--- config.mk ---
export PLATFORM = sky130hd
export DESIGN_NAME = reset_source_sequencer
export DESIGN_NICKNAME = d
export VERILOG_FILES = /design/src/pkg/reset_seq_pkg.sv /design/src/pkg/reset_seq_if.sv /design/src/design/reset_source_sequencer.sv /design/src/design/reset_stretcher.sv
export VERILOG_INCLUDE_DIRS = /design/src /design/src/pkg
export SDC_FILE = /design/constraint.sdc
export NUM_CORES = 1
export LEC_CHECK = 0
export ABC_AREA = 1
export BUFFER_PORTS_ARGS = -buffer_cell sky130_fd_sc_hd__buf_2
export CORE_MARGIN = 1
export CORE_UTILIZATION = 45
export CTS_CLUSTER_DIAMETER = 80
export DETAILED_ROUTE_END_ITERATION = 16
export MAX_ROUTING_LAYER = met4
export PLACE_DENSITY = 0.79
export REMOVE_ABC_BUFFERS = 1
export SLEW_MARGIN = 20
export SYNTH_ARGS = -nofsm -noshare
export SYNTH_HDL_FRONTEND = slang
export SYNTH_SLANG_ARGS = --single-unit
--- constraint.sdc ---
create_clock -name CLK_I -period 3.9 [get_ports CLK_I]
set_input_delay 0.39 -clock CLK_I [delete_from_list [all_inputs] [get_ports CLK_I]]
set_output_delay 0.39 -clock CLK_I [all_outputs]
set_load 0.005 [all_outputs]
--- src/pkg/reset_seq_map.svh ---
`ifndef RESET_SEQ_MAP_SVH
`define RESET_SEQ_MAP_SVH

// register byte offsets on the avalon slave
`define RS_OFF_CAUSE      4'h0
`define RS_OFF_FUSE       4'h4
`define RS_OFF_STATUS     4'h8

// reset_cause_register bit positions
`define RS_FLG_POWER      0
`define RS_FLG_PIN        1
`define RS_FLG_BROWNOUT   2
`define RS_FLG_WATCHDOG   3
`define RS_FLG_SCAN       4
`define RS_FLG_W          5

// reset values: only the power-on flag is set after a cold start
`define RS_CAUSE_RST      5'h01

// fuse image layout and reset value
`define RS_FUSE_W         9
`define RS_FUSE_SUT_LSB   0
`define RS_FUSE_CKS_LSB   2
`define RS_FUSE_BOD_LSB   6
`define RS_FUSE_RST       9'h1c2
`define RS_BOD_OFF        3'h7

// status register bit positions
`define RS_STS_IN_RESET   0
`define RS_STS_BROWNOUT   1
`define RS_STS_COUNTING   2

// timing: brownout_min_pulse, clock period, derived cycle count (least time, round up)
`define RS_CLK_PERIOD_NS  40
`define RS_BOD_MIN_NS     2000
`define RS_BOD_MIN_CYC    ((`RS_BOD_MIN_NS + `RS_CLK_PERIOD_NS - 1) / `RS_CLK_PERIOD_NS)

// counter widths
`define RS_CNT_W          24
`define RS_BODCNT_W       8

`endif

--- src/pkg/reset_seq_pkg.sv ---
`include "reset_seq_map.svh"

package reset_seq_pkg;

    // state of the bus, flag and source-filter side
    typedef struct packed {
        logic [`RS_FLG_W-1:0]    flags;      // reset_cause_register image
        logic [`RS_FUSE_W-1:0]   fuse;       // fuse image
        logic [`RS_BODCNT_W-1:0] bod_cnt;    // brownout dip length counter
        logic                    bod_active; // filtered brownout reset source
        logic                    wdt_prev;   // last watchdog time-out level
        logic                    wdt_pulse;  // one-cycle watchdog reset pulse
        logic                    waitreq;    // avalon waitrequest
        logic [31:0]             rdata;      // avalon read data
    } ctrl_state_t;

    // state of the release synchroniser and start-up delay counter
    typedef struct packed {
        logic                 sync1;    // first synchroniser stage
        logic                 sync2;    // second synchroniser stage
        logic [`RS_CNT_W-1:0] cnt;      // startup_delay_timeout counter
        logic                 rst_n;    // internal reset, active low
        logic                 io_n;     // i/o port initialisation, active low
        logic                 counting; // delay counter running
    } stretch_state_t;

endpackage

--- src/pkg/reset_seq_if.sv ---
`timescale 1ns/1ps
`default_nettype none
`include "reset_seq_map.svh"

// carries the combined sources to the stretcher and its result back
interface reset_seq_if;
    import reset_seq_pkg::*;
    logic                 arst_n;   // asynchronous sources combined, active low
    logic                 hold;     // clocked sources (brownout, watchdog pulse)
    logic [`RS_CNT_W-1:0] delay;    // start-up delay length in cycles
    logic                 rst_n;    // internal reset from the stretcher flop
    logic                 io_n;     // port initialisation from the stretcher flop
    logic                 counting; // delay counter busy

    modport ctrl    (output arst_n, output hold, output delay, input rst_n, input io_n, input counting);
    modport stretch (input arst_n, input hold, input delay, output rst_n, output io_n, output counting);
endinterface

`default_nettype wire

--- src/design/reset_source_sequencer.sv ---
// Implementation choices: the Avalon-MM interface to the registers and the placing of the registers.
`timescale 1ns/1ps
`default_nettype none
`include "reset_seq_map.svh"

// Overview of operation
// - internal reset clears registers, restarts at vector
// - ports forced to initial state without clock; brownout and watchdog resets force them only on a clock edge
// - stretch reset by fuse-selected delay after sources
// - exactly five reset causes recognised
// - power-on reset held while supply below threshold
// - supply falling below reasserts reset immediately
// - low reset pin asserts reset without clock
// - pin rising runs full start-up delay
// - watchdog reset only when enabled and expired
// - watchdog pulse one cycle, delay after it
// - brown-out asserts below level, delayed release
// - brown-out ignores dips shorter than 2 us
// - level fuse 111 disables, others select threshold
// - scan register one holds device in reset
// - cause flags set per source, power-on clears
// - power-on flag cleared only by software zero
module reset_source_sequencer
    import reset_seq_pkg::*;
#(
    parameter int unsigned STARTUP_UNIT_CYCLES = 16 // shortest start-up delay, doubled per fuse step
)
(
    input  wire logic        CLK_I,
    input  wire logic        RST_N_I,
    input  wire logic        POWER_GOOD_I,
    input  wire logic        RESET_PIN_N_I,
    input  wire logic        WDT_ENABLE_I,
    input  wire logic        WDT_TIMEOUT_I,
    input  wire logic [6:0]  BOD_BELOW_I,
    input  wire logic        SCAN_RESET_REG_I,
    input  wire logic [3:0]  AVS_ADDRESS_I,
    input  wire logic        AVS_READ_I,
    input  wire logic        AVS_WRITE_I,
    input  wire logic [31:0] AVS_WRITEDATA_I,
    input  wire logic [3:0]  AVS_BYTEENABLE_I,
    output logic [31:0]      AVS_READDATA_O,
    output logic             AVS_WAITREQUEST_O,
    output logic             SYS_RESET_N_O,
    output logic             IO_INIT_N_O
);

    localparam int unsigned BOD_MIN_CYC = `RS_BOD_MIN_CYC; // brownout_min_pulse in cycles

    ctrl_state_t          s_r;          // registered state
    ctrl_state_t          s_nxt;        // next state
    reset_seq_if          rs_bus ();    // link to the stretcher
    logic                 req;          // read or write pending
    logic                 accept;       // request completes this edge
    logic [2:0]           bod_level;    // brownout_level_fuse field
    logic                 bod_enable;   // brownout_detector switched on
    logic [7:0]           below_vec;    // comparator outputs, code 7 unused
    logic                 bod_below;    // supply below brownout_trigger_level
    logic [1:0]           sut_fuse;     // startup_time_fuse field
    logic [3:0]           cks_fuse;     // clock_select_fuse field
    logic [2:0]           delay_idx;    // combined fuse delay selector
    logic [`RS_FLG_W-1:0] flag_set;     // sources seen this cycle
    logic [`RS_FLG_W-1:0] flag_clr;     // software zero writes
    logic [31:0]          rd_mux;       // read data before registering
    logic [31:0]          status_word;  // live status

    // the three sources that act without a clock: power, pin and scan
    // register; glitches on these inputs reset the device, which is the
    // safe side for a reset controller
    assign rs_bus.arst_n = RST_N_I & POWER_GOOD_I & RESET_PIN_N_I & ~SCAN_RESET_REG_I;

    // brownout and the watchdog pulse are clocked sources held synchronously
    assign rs_bus.hold = s_r.bod_active | s_r.wdt_pulse;

    // fuse fields
    assign sut_fuse   = s_r.fuse[`RS_FUSE_SUT_LSB +: 2];
    assign cks_fuse   = s_r.fuse[`RS_FUSE_CKS_LSB +: 4];
    assign bod_level  = s_r.fuse[`RS_FUSE_BOD_LSB +: 3];
    assign bod_enable = (bod_level != `RS_BOD_OFF);
    assign below_vec  = {1'b0, BOD_BELOW_I};
    assign bod_below  = bod_enable & below_vec[bod_level];

    // start-up delay: unit doubled per step of the fuse selector
    assign delay_idx    = {cks_fuse[3], sut_fuse};
    assign rs_bus.delay = `RS_CNT_W'(STARTUP_UNIT_CYCLES << delay_idx);

    // bus handshake: answer one cycle after the request appears
    assign req    = AVS_READ_I | AVS_WRITE_I;
    assign accept = req & ~s_r.waitreq;

    // sources seen this cycle, one flag per cause other than power-on
    always_comb
    begin
        flag_set                    = '0;
        flag_set[`RS_FLG_PIN]       = ~RESET_PIN_N_I;
        flag_set[`RS_FLG_BROWNOUT]  = s_r.bod_active;
        flag_set[`RS_FLG_WATCHDOG]  = s_r.wdt_pulse;
        flag_set[`RS_FLG_SCAN]      = SCAN_RESET_REG_I;
        flag_clr = '0;
        if (accept && AVS_WRITE_I && AVS_ADDRESS_I == `RS_OFF_CAUSE && AVS_BYTEENABLE_I[0])
        begin
            // writing zero clears, writing one leaves the flag alone
            flag_clr = ~AVS_WRITEDATA_I[`RS_FLG_W-1:0];
        end
    end

    // status word shows the block's own state
    always_comb
    begin
        status_word                   = '0;
        status_word[`RS_STS_IN_RESET] = ~rs_bus.rst_n;
        status_word[`RS_STS_BROWNOUT] = s_r.bod_active;
        status_word[`RS_STS_COUNTING] = rs_bus.counting;
    end

    // read multiplexer; unmapped addresses read zero
    always_comb
    begin
        rd_mux = '0;
        unique case (AVS_ADDRESS_I)
            `RS_OFF_CAUSE:  rd_mux[`RS_FLG_W-1:0]  = s_r.flags;
            `RS_OFF_FUSE:   rd_mux[`RS_FUSE_W-1:0] = s_r.fuse;
            `RS_OFF_STATUS: rd_mux = status_word;
            default:        rd_mux = '0;
        endcase
    end

    // next-state logic for the bus, the flags and the source filters
    always_comb
    begin
        s_nxt = s_r;

        // avalon slave: waitrequest drops for the completing cycle only
        if (req && s_r.waitreq)
        begin
            s_nxt.waitreq = 1'b0;
            s_nxt.rdata   = rd_mux;
        end
        else
        begin
            s_nxt.waitreq = 1'b1;
        end

        // fuse image write, byte lanes honoured
        if (accept && AVS_WRITE_I && AVS_ADDRESS_I == `RS_OFF_FUSE)
        begin
            if (AVS_BYTEENABLE_I[0])
            begin
                s_nxt.fuse[7:0] = AVS_WRITEDATA_I[7:0];
            end
            if (AVS_BYTEENABLE_I[1])
            begin
                s_nxt.fuse[8] = AVS_WRITEDATA_I[8];
            end
        end

        // watchdog: one-cycle pulse on a time-out edge while enabled
        s_nxt.wdt_prev  = WDT_TIMEOUT_I;
        s_nxt.wdt_pulse = WDT_ENABLE_I & WDT_TIMEOUT_I & ~s_r.wdt_prev;

        // brownout filter: a dip must last the minimum pulse width
        if (bod_below)
        begin
            if (s_r.bod_cnt == `RS_BODCNT_W'(BOD_MIN_CYC - 1))
            begin
                s_nxt.bod_active = 1'b1;
            end
            else
            begin
                s_nxt.bod_cnt = s_r.bod_cnt + 1'b1;
            end
        end
        else
        begin
            // supply back above the level: the stretcher times the release
            s_nxt.bod_cnt    = '0;
            s_nxt.bod_active = 1'b0;
        end

        // cause flags: power-on clears the others and sets its own
        if (!POWER_GOOD_I)
        begin
            s_nxt.flags = `RS_CAUSE_RST;
        end
        else
        begin
            // set wins over a clear arriving in the same cycle
            s_nxt.flags = (s_r.flags & ~flag_clr) | flag_set;
        end
    end

    // single register for all control state; only the controller's own
    // supply reset clears it, so the flags survive the resets they record
    always_ff @(posedge CLK_I or negedge RST_N_I)
    begin
        if (!RST_N_I)
        begin
            s_r.flags      <= `RS_CAUSE_RST;
            s_r.fuse       <= `RS_FUSE_RST;
            s_r.bod_cnt    <= '0;
            s_r.bod_active <= 1'b0;
            s_r.wdt_prev   <= 1'b0;
            s_r.wdt_pulse  <= 1'b0;
            s_r.waitreq    <= 1'b1;
            s_r.rdata      <= '0;
        end
        else
        begin
            s_r <= s_nxt;
        end
    end

    // release synchroniser and delay counter
    reset_stretcher u_stretch (
        .clk_i (CLK_I),
        .bus   (rs_bus.stretch)
    );

    // outputs straight from flops; SYS_RESET_N_O low restarts the core at the vector
    assign SYS_RESET_N_O     = rs_bus.rst_n;
    assign IO_INIT_N_O       = rs_bus.io_n;
    assign AVS_READDATA_O    = s_r.rdata;
    assign AVS_WAITREQUEST_O = s_r.waitreq;
endmodule

`default_nettype wire

--- src/design/reset_stretcher.sv ---
`timescale 1ns/1ps
`default_nettype none

module reset_stretcher
    import reset_seq_pkg::*;
(
    input  wire logic      clk_i,
    reset_seq_if.stretch   bus
);

    stretch_state_t s_r;   // registered state
    stretch_state_t s_nxt; // next state

    // next-state logic: release only after the synchroniser and the full delay
    always_comb
    begin
        s_nxt       = s_r;
        s_nxt.sync1 = 1'b1;
        s_nxt.sync2 = s_r.sync1;
        if (!s_r.sync2 || bus.hold)
        begin
            // any source active: clear the counter and hold reset
            s_nxt.cnt      = '0;
            s_nxt.rst_n    = 1'b0;
            s_nxt.io_n     = 1'b0;
            s_nxt.counting = 1'b0;
        end
        else if (s_r.rst_n)
        begin
            // running normally, nothing to do
            s_nxt.counting = 1'b0;
        end
        else if (s_r.cnt >= bus.delay)
        begin
            // full time-out elapsed: release both outputs together
            s_nxt.rst_n    = 1'b1;
            s_nxt.io_n     = 1'b1;
            s_nxt.counting = 1'b0;
        end
        else
        begin
            s_nxt.cnt      = s_r.cnt + 1'b1;
            s_nxt.counting = 1'b1;
        end
    end

    // assertion is asynchronous through arst_n, so no clock is needed to
    // force the ports; release always waits for two clean edges
    always_ff @(posedge clk_i or negedge bus.arst_n)
    begin
        if (!bus.arst_n)
        begin
            s_r <= '0;
        end
        else
        begin
            s_r <= s_nxt;
        end
    end

    assign bus.rst_n    = s_r.rst_n;
    assign bus.io_n     = s_r.io_n;
    assign bus.counting = s_r.counting;
endmodule

`default_nettype wire

### Yosys cells after proc, flatten, opt, wreduce, memory -nomap -nowiden

Cells that the tools add are included.

* shift operators: 1
* reductions and logical operators: 13
* bitwise operators: 18
* $lt $le $gt $ge: 2
* add/subtract/negate cells: 2
* multiplexer cells: 16
* equal/unequal tests: 8

Operator list (number)
* $mux W27: 1
* $mux W26: 1
* $add A24 B1 Y24 const B: 1
* $ge A24 B24 Y1: 1
* $mux W24: 1
* $shl A5 B3 Y24 const A: 1
* $pmux W5 S3: 1
* $mux W5: 2
* $not A5 Y5: 2
* $mux W9: 1
* $add A8 B1 Y8 const B: 1
* $eq A8 B6 Y1 const B: 1
* $mux W8: 1
* $reduce_and A2 Y1: 4
* $and A1 B1 Y1: 7
* $and A5 B5 Y5: 1
* $logic_and A1 B1 Y1: 5
* $mux W1: 5
* $not A1 Y1: 5
* $or A5 B5 Y5: 1
* $eq A4 B3 Y1 const B: 1
* $eq A4 B4 Y1 const B: 1
* $logic_not A4 Y1: 1
* $lt A3 B4 Y1 const B: 1
* other kinds (10): 13

* output and inout port bits: 35
* register bits: 64

### Depth between registers and ports, before layout

Gate-level depths: netlist of the first run.

* depth after elaboration: 10
* gate-level depth with buffers: 13
* mapped depth without buffers: 12

### Hierarchy

From an unflattened synthesis of the first run, not the netlist that was laid out.

* cells, all modules: 641
* area, all modules: 4670.7 um^2

Modules (own cells, without submodules)
* reset_stretcher: sequential area each 725.7 um^2, area each 2590.0 um^2, instances 1, cells an instance 377
* reset_source_sequencer: sequential area each 883.3 um^2, area each 2080.7 um^2, instances 1, cells an instance 264

### Worst setup path before layout of the first run

No wires, ideal clock.

* path type: register to register
* start: register s_r, in the netlist delay_idx[1]
* end: register u_stretch.s_r[9] in the netlist's numbering
* stages on the path, launching flop included: 12
* slack: 2131 ps
* required time: 3783 ps
* arrival: 1653 ps
* buffers on the path: 1
* setup time: 117 ps
* clock period less this slack: 1769 ps
* path through: dfstp_2 > nand3_1 > ha_1 > nand2_1 > nand2_1 > nor2_1 > nand2_1 > nor2_4 > nand3_4 > buf_2 > nand3_1 > nand2_1

* word-level cells in the longest chain between the ends: 4

Ends and longest elaborated chain
* start: declaration: RTL line reset_source_sequencer.sv:50 `ctrl_state_t s_r;`
* start signal: assignment: RTL line reset_source_sequencer.sv:209 `s_r <= s_nxt;`
* $shl A5 B3 Y24: RTL line reset_source_sequencer.sv:85 `` assign rs_bus.delay = `RS_CNT_W'(STARTUP_UNIT_CYCLES << delay_idx); ``
* $ge A24 B24 Y1: RTL line reset_stretcher.sv:33 `else if (s_r.cnt >= bus.delay)`
* $ne A2 B1 Y1 (no source line)
* $reduce_and A2 Y1 (no source line)
* end signal: assignment: RTL line reset_stretcher.sv:57 `s_r <= s_nxt;`
* end: declaration: RTL line reset_stretcher.sv:11 `stretch_state_t s_r;`

No other way between the ends.
A chain may end at the register's enable or synchronous reset.

### Worst setup path after layout of the first run

* start: register s_r, in the netlist flag_set[2]
* end: register u_stretch.s_r[15] in the netlist's numbering

* word-level cells in the longest chain between the ends: 4
* elaborated cells between the ends (all ways): 6

Ends and longest elaborated chain
* $or A1 B1 Y1 *: RTL line reset_source_sequencer.sv:73 `assign rs_bus.hold = s_r.bod_active | s_r.wdt_pulse;`
* $logic_or A1 B1 Y1 *: RTL line reset_stretcher.sv:20 `if (!s_r.sync2 || bus.hold)`
* $ne A2 B2 Y1 (no source line) / $ne A2 B1 Y1 (equally long branches)
* $reduce_and A2 Y1 (no source line)

Mark *: on every way between the ends. The rest lies on a longest branch, timed or not.

==> results, run 1 <==
- The worst-case setup slack after placement is 1.74 ns.
- The post-cts repair resize count is 0.
- The floorplan step defined a core boundary enclosing a little under 8000 um2.
- The clock latency reported for the late side of the worst-skew pair is roughly 0.35 ns.
- Counting flops with a built-in enable in the synthesized netlist gives 0.
- The initialized floorplan defines 32 standard-cell rows.
- The final antenna diode count is 0.
- After synthesis the netlist holds a flip-flop and latch count of 64.
- The mapped cell area is 3550 um2.
- The worst supply voltage drop on vdd is between 0.00015 and 0.0002 V.
- Entering global routing, the biggest net connects 37 pins.
- The mean cell area of the mapped netlist is approximately 7.9 um2.
- The number of slew-limit violations in the final report is 0.
- The number of primary I/O pins is a little over 90.
- The number of standard cells after synthesis is about 450.
- The data arrival time at the worst-slack endpoint is roughly 2.4 ns.
- The number of antenna violations at the first check in global routing is 0.
- The iteration count of the initial detailed-routing pass is 4.
- During synthesis, Yosys emitted a total of 0 warnings.
- The worst pin sits at a relative slew slack of 48.8%.
- In this run the vertical extent of the chip is just over 90 um.
- The category of the worst setup path capture point is a flip-flop.
- The global route total overflow is 0.
- At the end of routability-driven placement, the weighted congestion stood at roughly 0.91.
- The run finished with clean final reports.
- The number of global-route vias before repair is between 2000 and 3000.
- Setup repair after global routing left no endpoint under its margin.
- For this design the ratio of total power to cell area is ~390 nW/um2.
- The highest clock rate is 0.461 GHz.
- The number of H-tree levels is 3.
- The TritonCTS clock tree is built.
- The slack of the critical path is 1.73 ns.
- The register-to-register setup slack is about 1.7 ns.
- The reg-to-reg critical path endpoint is u_stretch.s_r[15]$_DFFE_PN0P_.
- Detailed routing inserted a total of a little under 3000 vias.
- The clock slew seen by the registers of the worst setup and hold paths is around 0.08 ns.
- Counting I/O delays and the setup requirement, the final critical path takes 2.17 ns.
- The final routed wire length divided by cell count is 12.1 um.
- In the global route stage, overall resource usage came out at between 10% and 20%.
- The number of clock buffers added by TritonCTS is 9.
- The final layout contains about 560 nets.
- The remaining antenna violation count after routing is 0.
- The static power due to leakage is 0.00201 uW.
- The first global-routing pass estimated ~12000 um of wire.
- The sequential area share after synthesis is 45.3%.
- Summed over all layers, the routed wires come to around 7200 um.
- The worst hold path belongs to the class in -> async.
- The clock sink total is between 60 and 70.
- The die covers between 8000 and 9000 um2.
- Max-cap violations in this run came to 0.
- The length in cells of the worst reg-to-reg path is 6.
- In the final layout, the share of cells above drive strength 1 is approximately 15%.
- After synthesis, the cell types taking the most area are sky130_fd_sc_hd__dfrtp_1 (41%), sky130_fd_sc_hd__nand2_1 (11%), sky130_fd_sc_hd__nor2_1 (7.1%).
- The actual transition at the worst max-transition pin is about 0.77 ns.
- The launch point of the worst reg-to-reg path is flag_set[2]$_DFFE_PN0P_.
- The fraction of the cycle the final worst path needs is a little under three fifths.
- At the worst endpoint, the required time is just over 4 ns.
- After detailed routing, the number of remaining DRC violations is 0.
- The final total negative setup slack is 0 ns.
- The number of vias per cell after detailed routing is between 4 and 5.
- The initial utilization of the core area, before any placement, comes to roughly 46%.
- The number of DRC markers after the initial detailed-route iteration is approximately 120.
- The largest buffer count on any clock path is 2.
- The category of the most critical setup path is reg -> reg.
- The count of different cell masters after synthesis is 29.
- After synthesis, the most frequently instantiated cells are sky130_fd_sc_hd__nand2_1 (103), sky130_fd_sc_hd__nor2_1 (67), sky130_fd_sc_hd__dfrtp_1 (58).
- The post-cts hold buffer count is 0.
- The cell at the root of the clock tree is sky130_fd_sc_hd__clkbuf_8.
- The most frequently used flop master after synthesis is sky130_fd_sc_hd__dfrtp_1.
- The detailed placement HPWL is approximately 5100 um.
- In this run the horizontal extent of the chip is a little over 90 um.
- Post-CTS timing repair inserted 0 buffers for setup.
- The total count of hold-check failures in the final report is 0.
- The biggest area contributor in the post-synthesis netlist is sky130_fd_sc_hd__dfrtp_1.
- By instance count, the leading cell after synthesis is sky130_fd_sc_hd__nand2_1.
- Buffers placed on the I/O ports in this run total 42.
- Counting flops with an async set or reset pin after synthesis yields a share of 100%.
- The number of setup violations in the final report is 0.
- The kind of launch point of the worst setup path is a flip-flop.
- After synthesis, the largest area contributor takes up between 40% and 50% of total cell area.
- The synthesis-to-finish area growth is 9.41%.
- For the final database, setup skew stands at ~0.0085 ns.
- Along the worst path, the maximum fanout reaches 25.
==> state kept, by name, indices dropped and copies added, names as in the netlist <==
register	cells
AVS_READDATA_O	9
AVS_WAITREQUEST_O	1
bod_level	3
cks_fuse	4
delay_idx	2
flag_set	2
s_r	14
u_stretch.bus.counting	1
u_stretch.bus.io_n	1
u_stretch.bus.rst_n	1
u_stretch.s_nxt	1
u_stretch.s_r	25
==> stage by stage <==
stage / power [uW] / utilization [%] / hold WS (ns) / area (um2) / instances
final: 1520 / 50.5 / 0.108 / 3880 / 596
after global routing: 1590 / 50.5 / 0.161 / 3880 / 596
after CTS: 1530 / 50.5 / 0.125 / 3880 / 596
after detailed placement: 1010 / 48.2 / 0.349 / 3700 / 580
after global placement: 1000 / 48.2 / 0.334 / 3700 / 580
after floorplan: 919 / - / 0.0944 / 3350 / 434
==> power breakdown <==
group	switching, uW	internal [uW]	leakage [uW]
Clock	273	248	0.0000809
Combinational	168	80.2	0.00109
Sequential	40.8	712	0.000835
Total	482	1040	0.00201
==> cell usage in the layout (no fill, tap or decap), types with 2 or more instances in the layout <==
cell | netlist | routed
sky130_fd_sc_hd__o21ai_0 | 10 | 10
sky130_fd_sc_hd__nand4_1 | 5 | 5
sky130_fd_sc_hd__nand3_1 | 48 | 48
sky130_fd_sc_hd__nand2_1 | 103 | 103
sky130_fd_sc_hd__nor2_1 | 67 | 66
sky130_fd_sc_hd__o31ai_1 | 4 | 4
sky130_fd_sc_hd__xnor2_1 | 4 | 4
sky130_fd_sc_hd__dfrtp_1 | 58 | 58
sky130_fd_sc_hd__conb_1 | 2 | 24
sky130_fd_sc_hd__a21o_1 | 2 | 2
sky130_fd_sc_hd__clkinvlp_4 | 0 | 4
sky130_fd_sc_hd__inv_1 | 53 | 53
sky130_fd_sc_hd__nor2_4 | 2 | 2
sky130_fd_sc_hd__nor3_1 | 7 | 7
sky130_fd_sc_hd__buf_4 | 33 | 2
sky130_fd_sc_hd__xor2_1 | 4 | 4
sky130_fd_sc_hd__dfstp_2 | 6 | 6
sky130_fd_sc_hd__a21oi_1 | 16 | 16
sky130_fd_sc_hd__clkbuf_8 | 0 | 10
sky130_fd_sc_hd__o221ai_1 | 2 | 2
sky130_fd_sc_hd__buf_2 | 3 | 42
sky130_fd_sc_hd__ha_1 | 12 | 12
==> worst max-delay path by stage <==
| stage | startpoint | to | slack, ns | depth (start not counted) |
|---|---|---|---|---|
| floorplan | RST_N_I | u_stretch.bus.counting$_DFF_PN0_ | 1.87 | 2 |
| global placement | flag_set[2]$_DFFE_PN0P_ | u_stretch.s_r[3]$_DFFE_PN0P_ | 1.77 | 6 |
| detailed placement | flag_set[2]$_DFFE_PN0P_ | u_stretch.s_r[15]$_DFFE_PN0P_ | 1.74 | 6 |
| CTS | flag_set[2]$_DFFE_PN0P_ | u_stretch.s_r[15]$_DFFE_PN0P_ | 1.72 | 6 |
| global route | flag_set[2]$_DFFE_PN0P_ | u_stretch.s_r[15]$_DFFE_PN0P_ | 1.55 | 6 |
| finish | flag_set[2]$_DFFE_PN0P_ | u_stretch.s_r[15]$_DFFE_PN0P_ | 1.73 | 6 |
==> routing by layer <==
metal	GRT usage, %	vias up	share of wire, %
met5	-	-	0
met4	9.13	0	2.2
met3	4.21	13	4.9
met2	32.4	71	49
met1	22.2	1370	44
li1	-	1447	-
==> worst max-delay path, stage by stage (launching register included) <==
cell and delay [ns]:
sky130_fd_sc_hd__dfrtp_1 0.36, sky130_fd_sc_hd__inv_1 0.13, sky130_fd_sc_hd__nand3_1 0.50, sky130_fd_sc_hd__inv_1 0.61, sky130_fd_sc_hd__nand2_4 0.27, sky130_fd_sc_hd__nand2_1 0.11
sky130_fd_sc_hd__nand2_1 0.06
==> cells by family (layout without fill, tap and decap cells) <==
logic type      Yosys count  count (layout)  share of synthesized area (%)
buf+inv                  93             113                           13.6
fa+ha+maj                12              12                           4.23
compound gates           35              35                           5.57
simple gates            237             237                           28.7
flops                    64              64                           45.3
other cells               2              24                          0.212
xor+xnor                  8               8                           1.97
mux                       1               1                          0.317
==> final cells by class <==
cell class	instances	area, um2
Fill cell	763	3800
Clock buffer	10	138
Clock inverter	6	43.8
Inverter	53	199
Multi-Input combinational cell	317	1540
Sequential cell	64	1610
Tap cell	102	128
Timing Repair Buffer	44	225
No activity file was read; power rests on OpenSTA's default activity.
==> run 2, diff against run 1 <==
--- a/config.mk
+++ b/config.mk
@@ -13,7 +13,7 @@
 export CTS_CLUSTER_DIAMETER = 80
 export DETAILED_ROUTE_END_ITERATION = 16
 export MAX_ROUTING_LAYER = met4
-export PLACE_DENSITY = 0.79
+export PLACE_DENSITY = 0.81
 export REMOVE_ABC_BUFFERS = 1
 export SLEW_MARGIN = 20
 export SYNTH_ARGS = -nofsm -noshare
==> constraint.sdc (replaced) <==
create_clock -name CLK_I -period 1.9 [get_ports CLK_I]
set_input_delay 0.19 -clock CLK_I [delete_from_list [all_inputs] [get_ports CLK_I]]
set_output_delay 0.19 -clock CLK_I [all_outputs]
set_load 0.005 [all_outputs]
==> run 2 against run 1 <==
Effect of this change: the run now ends with hold timing, setup timing left; via count increased by 3.5%; count of clock-buffer cells in the layout decreased by 1; combinational power grew to 3.3 times the previous value; first-iteration DRC count increased by 18%; critical path type unchanged; largest power group unchanged.
==> results, run 2 (same netlist as run 1, synthesis figures left out) <==
- The total count of hold-check failures in the final report is 10 (+10).
- The share of total power in sequential cells is 42.0% (-7.5 points).
- The minimum hold slack came to -0.00913 ns (-0.117 ns).
- TritonCTS built the clock tree.
- The starting utilization of the core area is 46.2% (unchanged).
- The x dimension of the die is 90.8 um (unchanged).
- The clock group share of total power came to 35.8% (+1.6 points).
- The minimum clock period after layout is 2.03 ns (-0.142 ns).
- The global-route wire length before repair was 12200 um (+0.11%).
- The combinational fraction of design power came to 22.2% (+5.9 points).
- In the layout the commonest cells are sky130_fd_sc_hd__nand2_1 (98), sky130_fd_sc_hd__dfrtp_1 (57), sky130_fd_sc_hd__nor2_1 (57).
- The number of flip-flops in the largest register is 25 (unchanged).
- The critical path buffer and inverter count came to 1 (-1).
- The worst setup path is of the reg -> reg kind.
- The clock slew seen by the registers of the worst setup and hold paths is 0.08 ns (about the same).
- The final routed wirelength across all metal layers is 7900 um (+9.8%).
- The row count is 32 (unchanged).
- The startpoint identified for the worst register-to-register timing path is delay_idx[1]$_DFFE_PN1P_.
- The path class of the tightest hold or removal check is in -> async.
- The static power due to leakage came to 0.00214 uW (+6.6%).
- The worst slew margin relative to its limit was 35.3% (-13 points).
- The slowest stage of the critical path is the sky130_fd_sc_hd__dfstp_2 cell.
- The core region area was 7690 um2 (unchanged).
- The worst supply voltage drop on vdd came to 0.000550 V (+190%).
- The slack of the critical path is -0.129 ns (-1.86 ns).
- The post-detailed-route DRC marker count is 0 (unchanged).
- The number of antenna violations at the first check in global routing came to 0 (unchanged).
- The final total negative setup slack is -2.88 ns (-2.88 ns).
- The top cell family by delay on the critical path is simple AND/OR/NAND/NOR gates.
- The cell internal power dissipation is 2550 uW (+140%).
- The reported net switching power was 1150 uW (+140%).
- The number of global-route vias before repair was 2797 (+2.0%).
- The number of slew-limit violations in the final report is 0 (unchanged).
- The length in cells of the worst reg-to-reg path came to 11 (+5).
- The number of violations of the max-capacitance limit came to 0 (unchanged).
- The tree is rooted in a sky130_fd_sc_hd__clkbuf_8.
- The final cell area excluding filler cells is 4330 um2 (+12%).
- The fraction of the cycle the final worst path needs is 107% (+51 points).
- The fraction of final layout cells sized beyond drive strength 1 is 25.3% (+11 points).
- The worst setup path is launched from a flip-flop.
- The iteration count of the initial detailed-routing pass is 4 (unchanged).
- The highest fanout seen on the critical path is 7 (-72%).
- The most frequent standard cell in the layout excluding fill and tap cells is sky130_fd_sc_hd__nand2_1.
- The number of DRC markers after the initial detailed-route iteration is 139 (+18%).
- The total vias in the final route came to 3003 (+3.5%).
- The die footprint is 8250 um2 (unchanged).
- In this run the critical register-to-register path is captured at u_stretch.s_r[7]$_DFFE_PN0P_.
- The category of the worst setup path capture point is a flip-flop.
- The worst setup skew after layout was 0.0142 ns (+0.00573 ns).
- Setup repair after global routing could not meet its margin everywhere.
- The final reports fail on hold timing, setup timing.
- The number of H-tree levels is 3 (unchanged).
- The remaining antenna violation count after routing is 0 (unchanged).
- The run finished, with violations left.
- The number of vias per cell after detailed routing is 4.88 (+0.16%).
- The data arrival time at the worst-slack endpoint is 2.27 ns (-0.14 ns).
- The power density over the cells was 855 nW/um2 (+120%).
- The global route total overflow came to 0 (unchanged).
- The final antenna diode count was 0 (unchanged).
- The floorplan die height is 90.8 um (unchanged).
- The number of primary I/O pins came to 91 (unchanged).
- The number of buffers created by CTS is 9 (unchanged).
- The global routing usage summed across all routing layers was 19.4% (-0.038 points).
- The quantity of I/O buffers inserted on ports was 42 (unchanged).
- The register-to-register setup slack is -0.13 ns (-1.86 ns).
- The register with the most flip-flops in the final layout is u_stretch.s_r.
- The highest clock rate came to 0.493 GHz (+7.0%).
- The largest buffer count on any clock path is 2 (unchanged).
- The clock sink total came to 64 (unchanged).
- The critical path's largest stage delay is 0.63 ns (+0.02 ns).
- The critical path goes through nand3_2, ha_4, nand2_2, nand2_1, nor2_1, nand2_2, nor2_4, nand3_4, clkbuf_16, nand3_2, nand2_1.
- The maximum number of pins on one net before global-route repair was 36 (-2.7%).
- The number of nets in the layout is 577 (+3.6%).
- The number of setup violations in the final report is 26 (+26).
- The final weighted congestion of routability-driven global placement is 0.896 (-1.0%).
- The clock latency reported for the late side of the worst-skew pair came to 0.35 ns (about the same).
- The post-detailed-placement cell area came to 3810 um2 (+2.8%).
- The final routed wire length divided by cell count is 12.8 um (+6.3%).
- The switching power as a share of total power is 31.2% (-0.46 points).
- The detailed placement HPWL is 5220 um (+1.7%).
- From synthesis to final layout, the design area changed by 22.0%.
- The required time of the worst setup path was 2.14 ns (-2.00 ns).
- The actual transition at the worst max-transition pin is 0.963 ns (+0.196 ns).
## run 2: cell types whose count changed in the layout (fill, tap and decap cells not counted), moves of 3 or more
cell / change
sky130_fd_sc_hd__nand3_1: -14
sky130_fd_sc_hd__nand3_2: +14
sky130_fd_sc_hd__buf_4: +13
sky130_fd_sc_hd__nor2_1: -9
sky130_fd_sc_hd__nor2_2: +8
sky130_fd_sc_hd__ha_1: -5
sky130_fd_sc_hd__ha_4: +5
sky130_fd_sc_hd__inv_1: -5
sky130_fd_sc_hd__nand2_1: -5
sky130_fd_sc_hd__nand2_2: +5
sky130_fd_sc_hd__inv_2: +4
sky130_fd_sc_hd__nand2_8: +3
## run 2: tightest hold or removal path, stage by stage
cell and delay [ns]:
sky130_fd_sc_hd__buf_2 0.12, sky130_fd_sc_hd__nor2_2 0.09, sky130_fd_sc_hd__buf_4 0.35
## run 2: how the worst max path moves through the flow
| stage | from | to | slack [ns] | cells after the start |
|---|---|---|---|---|
| after floorplan | RST_N_I | u_stretch.bus.counting$_DFF_PN0_ | 0.07 | 2 |
| after global placement | delay_idx[1]$_DFFE_PN1P_ | u_stretch.s_r[3]$_DFFE_PN0P_ | 0.01 | 12 |
| after detailed placement | delay_idx[1]$_DFFE_PN1P_ | u_stretch.s_r[9]$_DFFE_PN0P_ | -0.02 | 11 |
| after CTS | delay_idx[1]$_DFFE_PN1P_ | u_stretch.s_r[9]$_DFFE_PN0P_ | -0.03 | 11 |
| after global routing | delay_idx[1]$_DFFE_PN1P_ | u_stretch.s_r[14]$_DFFE_PN0P_ | -0.21 | 11 |
| final | delay_idx[1]$_DFFE_PN1P_ | u_stretch.s_r[7]$_DFFE_PN0P_ | -0.13 | 11 |
## run 2: power by group through the flow
stage,sequential (uW),combinational (uW),clock [uW]
2_1_floorplan,1550,337,0
3_3_place_gp,1560,540,0
3_5_place_dp,1570,560,0
4_1_cts,1540,590,1350
5_1_grt,1570,901,1410
6_report,1550,823,1320
## run 2: layout make-up
class                   instances  area [um2]
flip-flops and latches         64        1610
clock inverters                 7         101
inverters                      53         201
well taps                     102         128
repair buffers                 62         403
fillers                       705        3360
clock buffers                   9         124
multi-input cells             319        1760
## run 2: what timing repair did
| action | in CTS | in global routing |
|---|---|---|
| hold buffers | 2 | 0 |
| resized for setup | 3 | 43 |
| pin swaps | 0 | 6 |
| hold endpoints to repair | 30 | 0 |
| buffers inserted | 0 | 1 |
| endpoints found under the setup margin | 25 | 26 |
| cloned | 0 | 3 |
## run 2: per-stage QoR
step	instances	total power (uW)	utilization, %	worst slack (ns)
floorplan	434	1890	-	0.0736
global placement	594	2100	49.5	0.0132
detailed placement	594	2130	49.5	-0.0237
CTS	612	3480	52.9	-0.0294
global route	616	3880	56.3	-0.214
finish	616	3700	56.3	-0.129
## run 2: per-layer routing
layer,global-route usage (%),vias up,share of wire [%],wire [um]
met4,6.22,0,1.8,141
met1,23.0,1395,42,3350
li1,-,1494,-,-
met2,31.1,102,50,3960
met3,6.57,12,5.7,450
met5,-,-,0,0
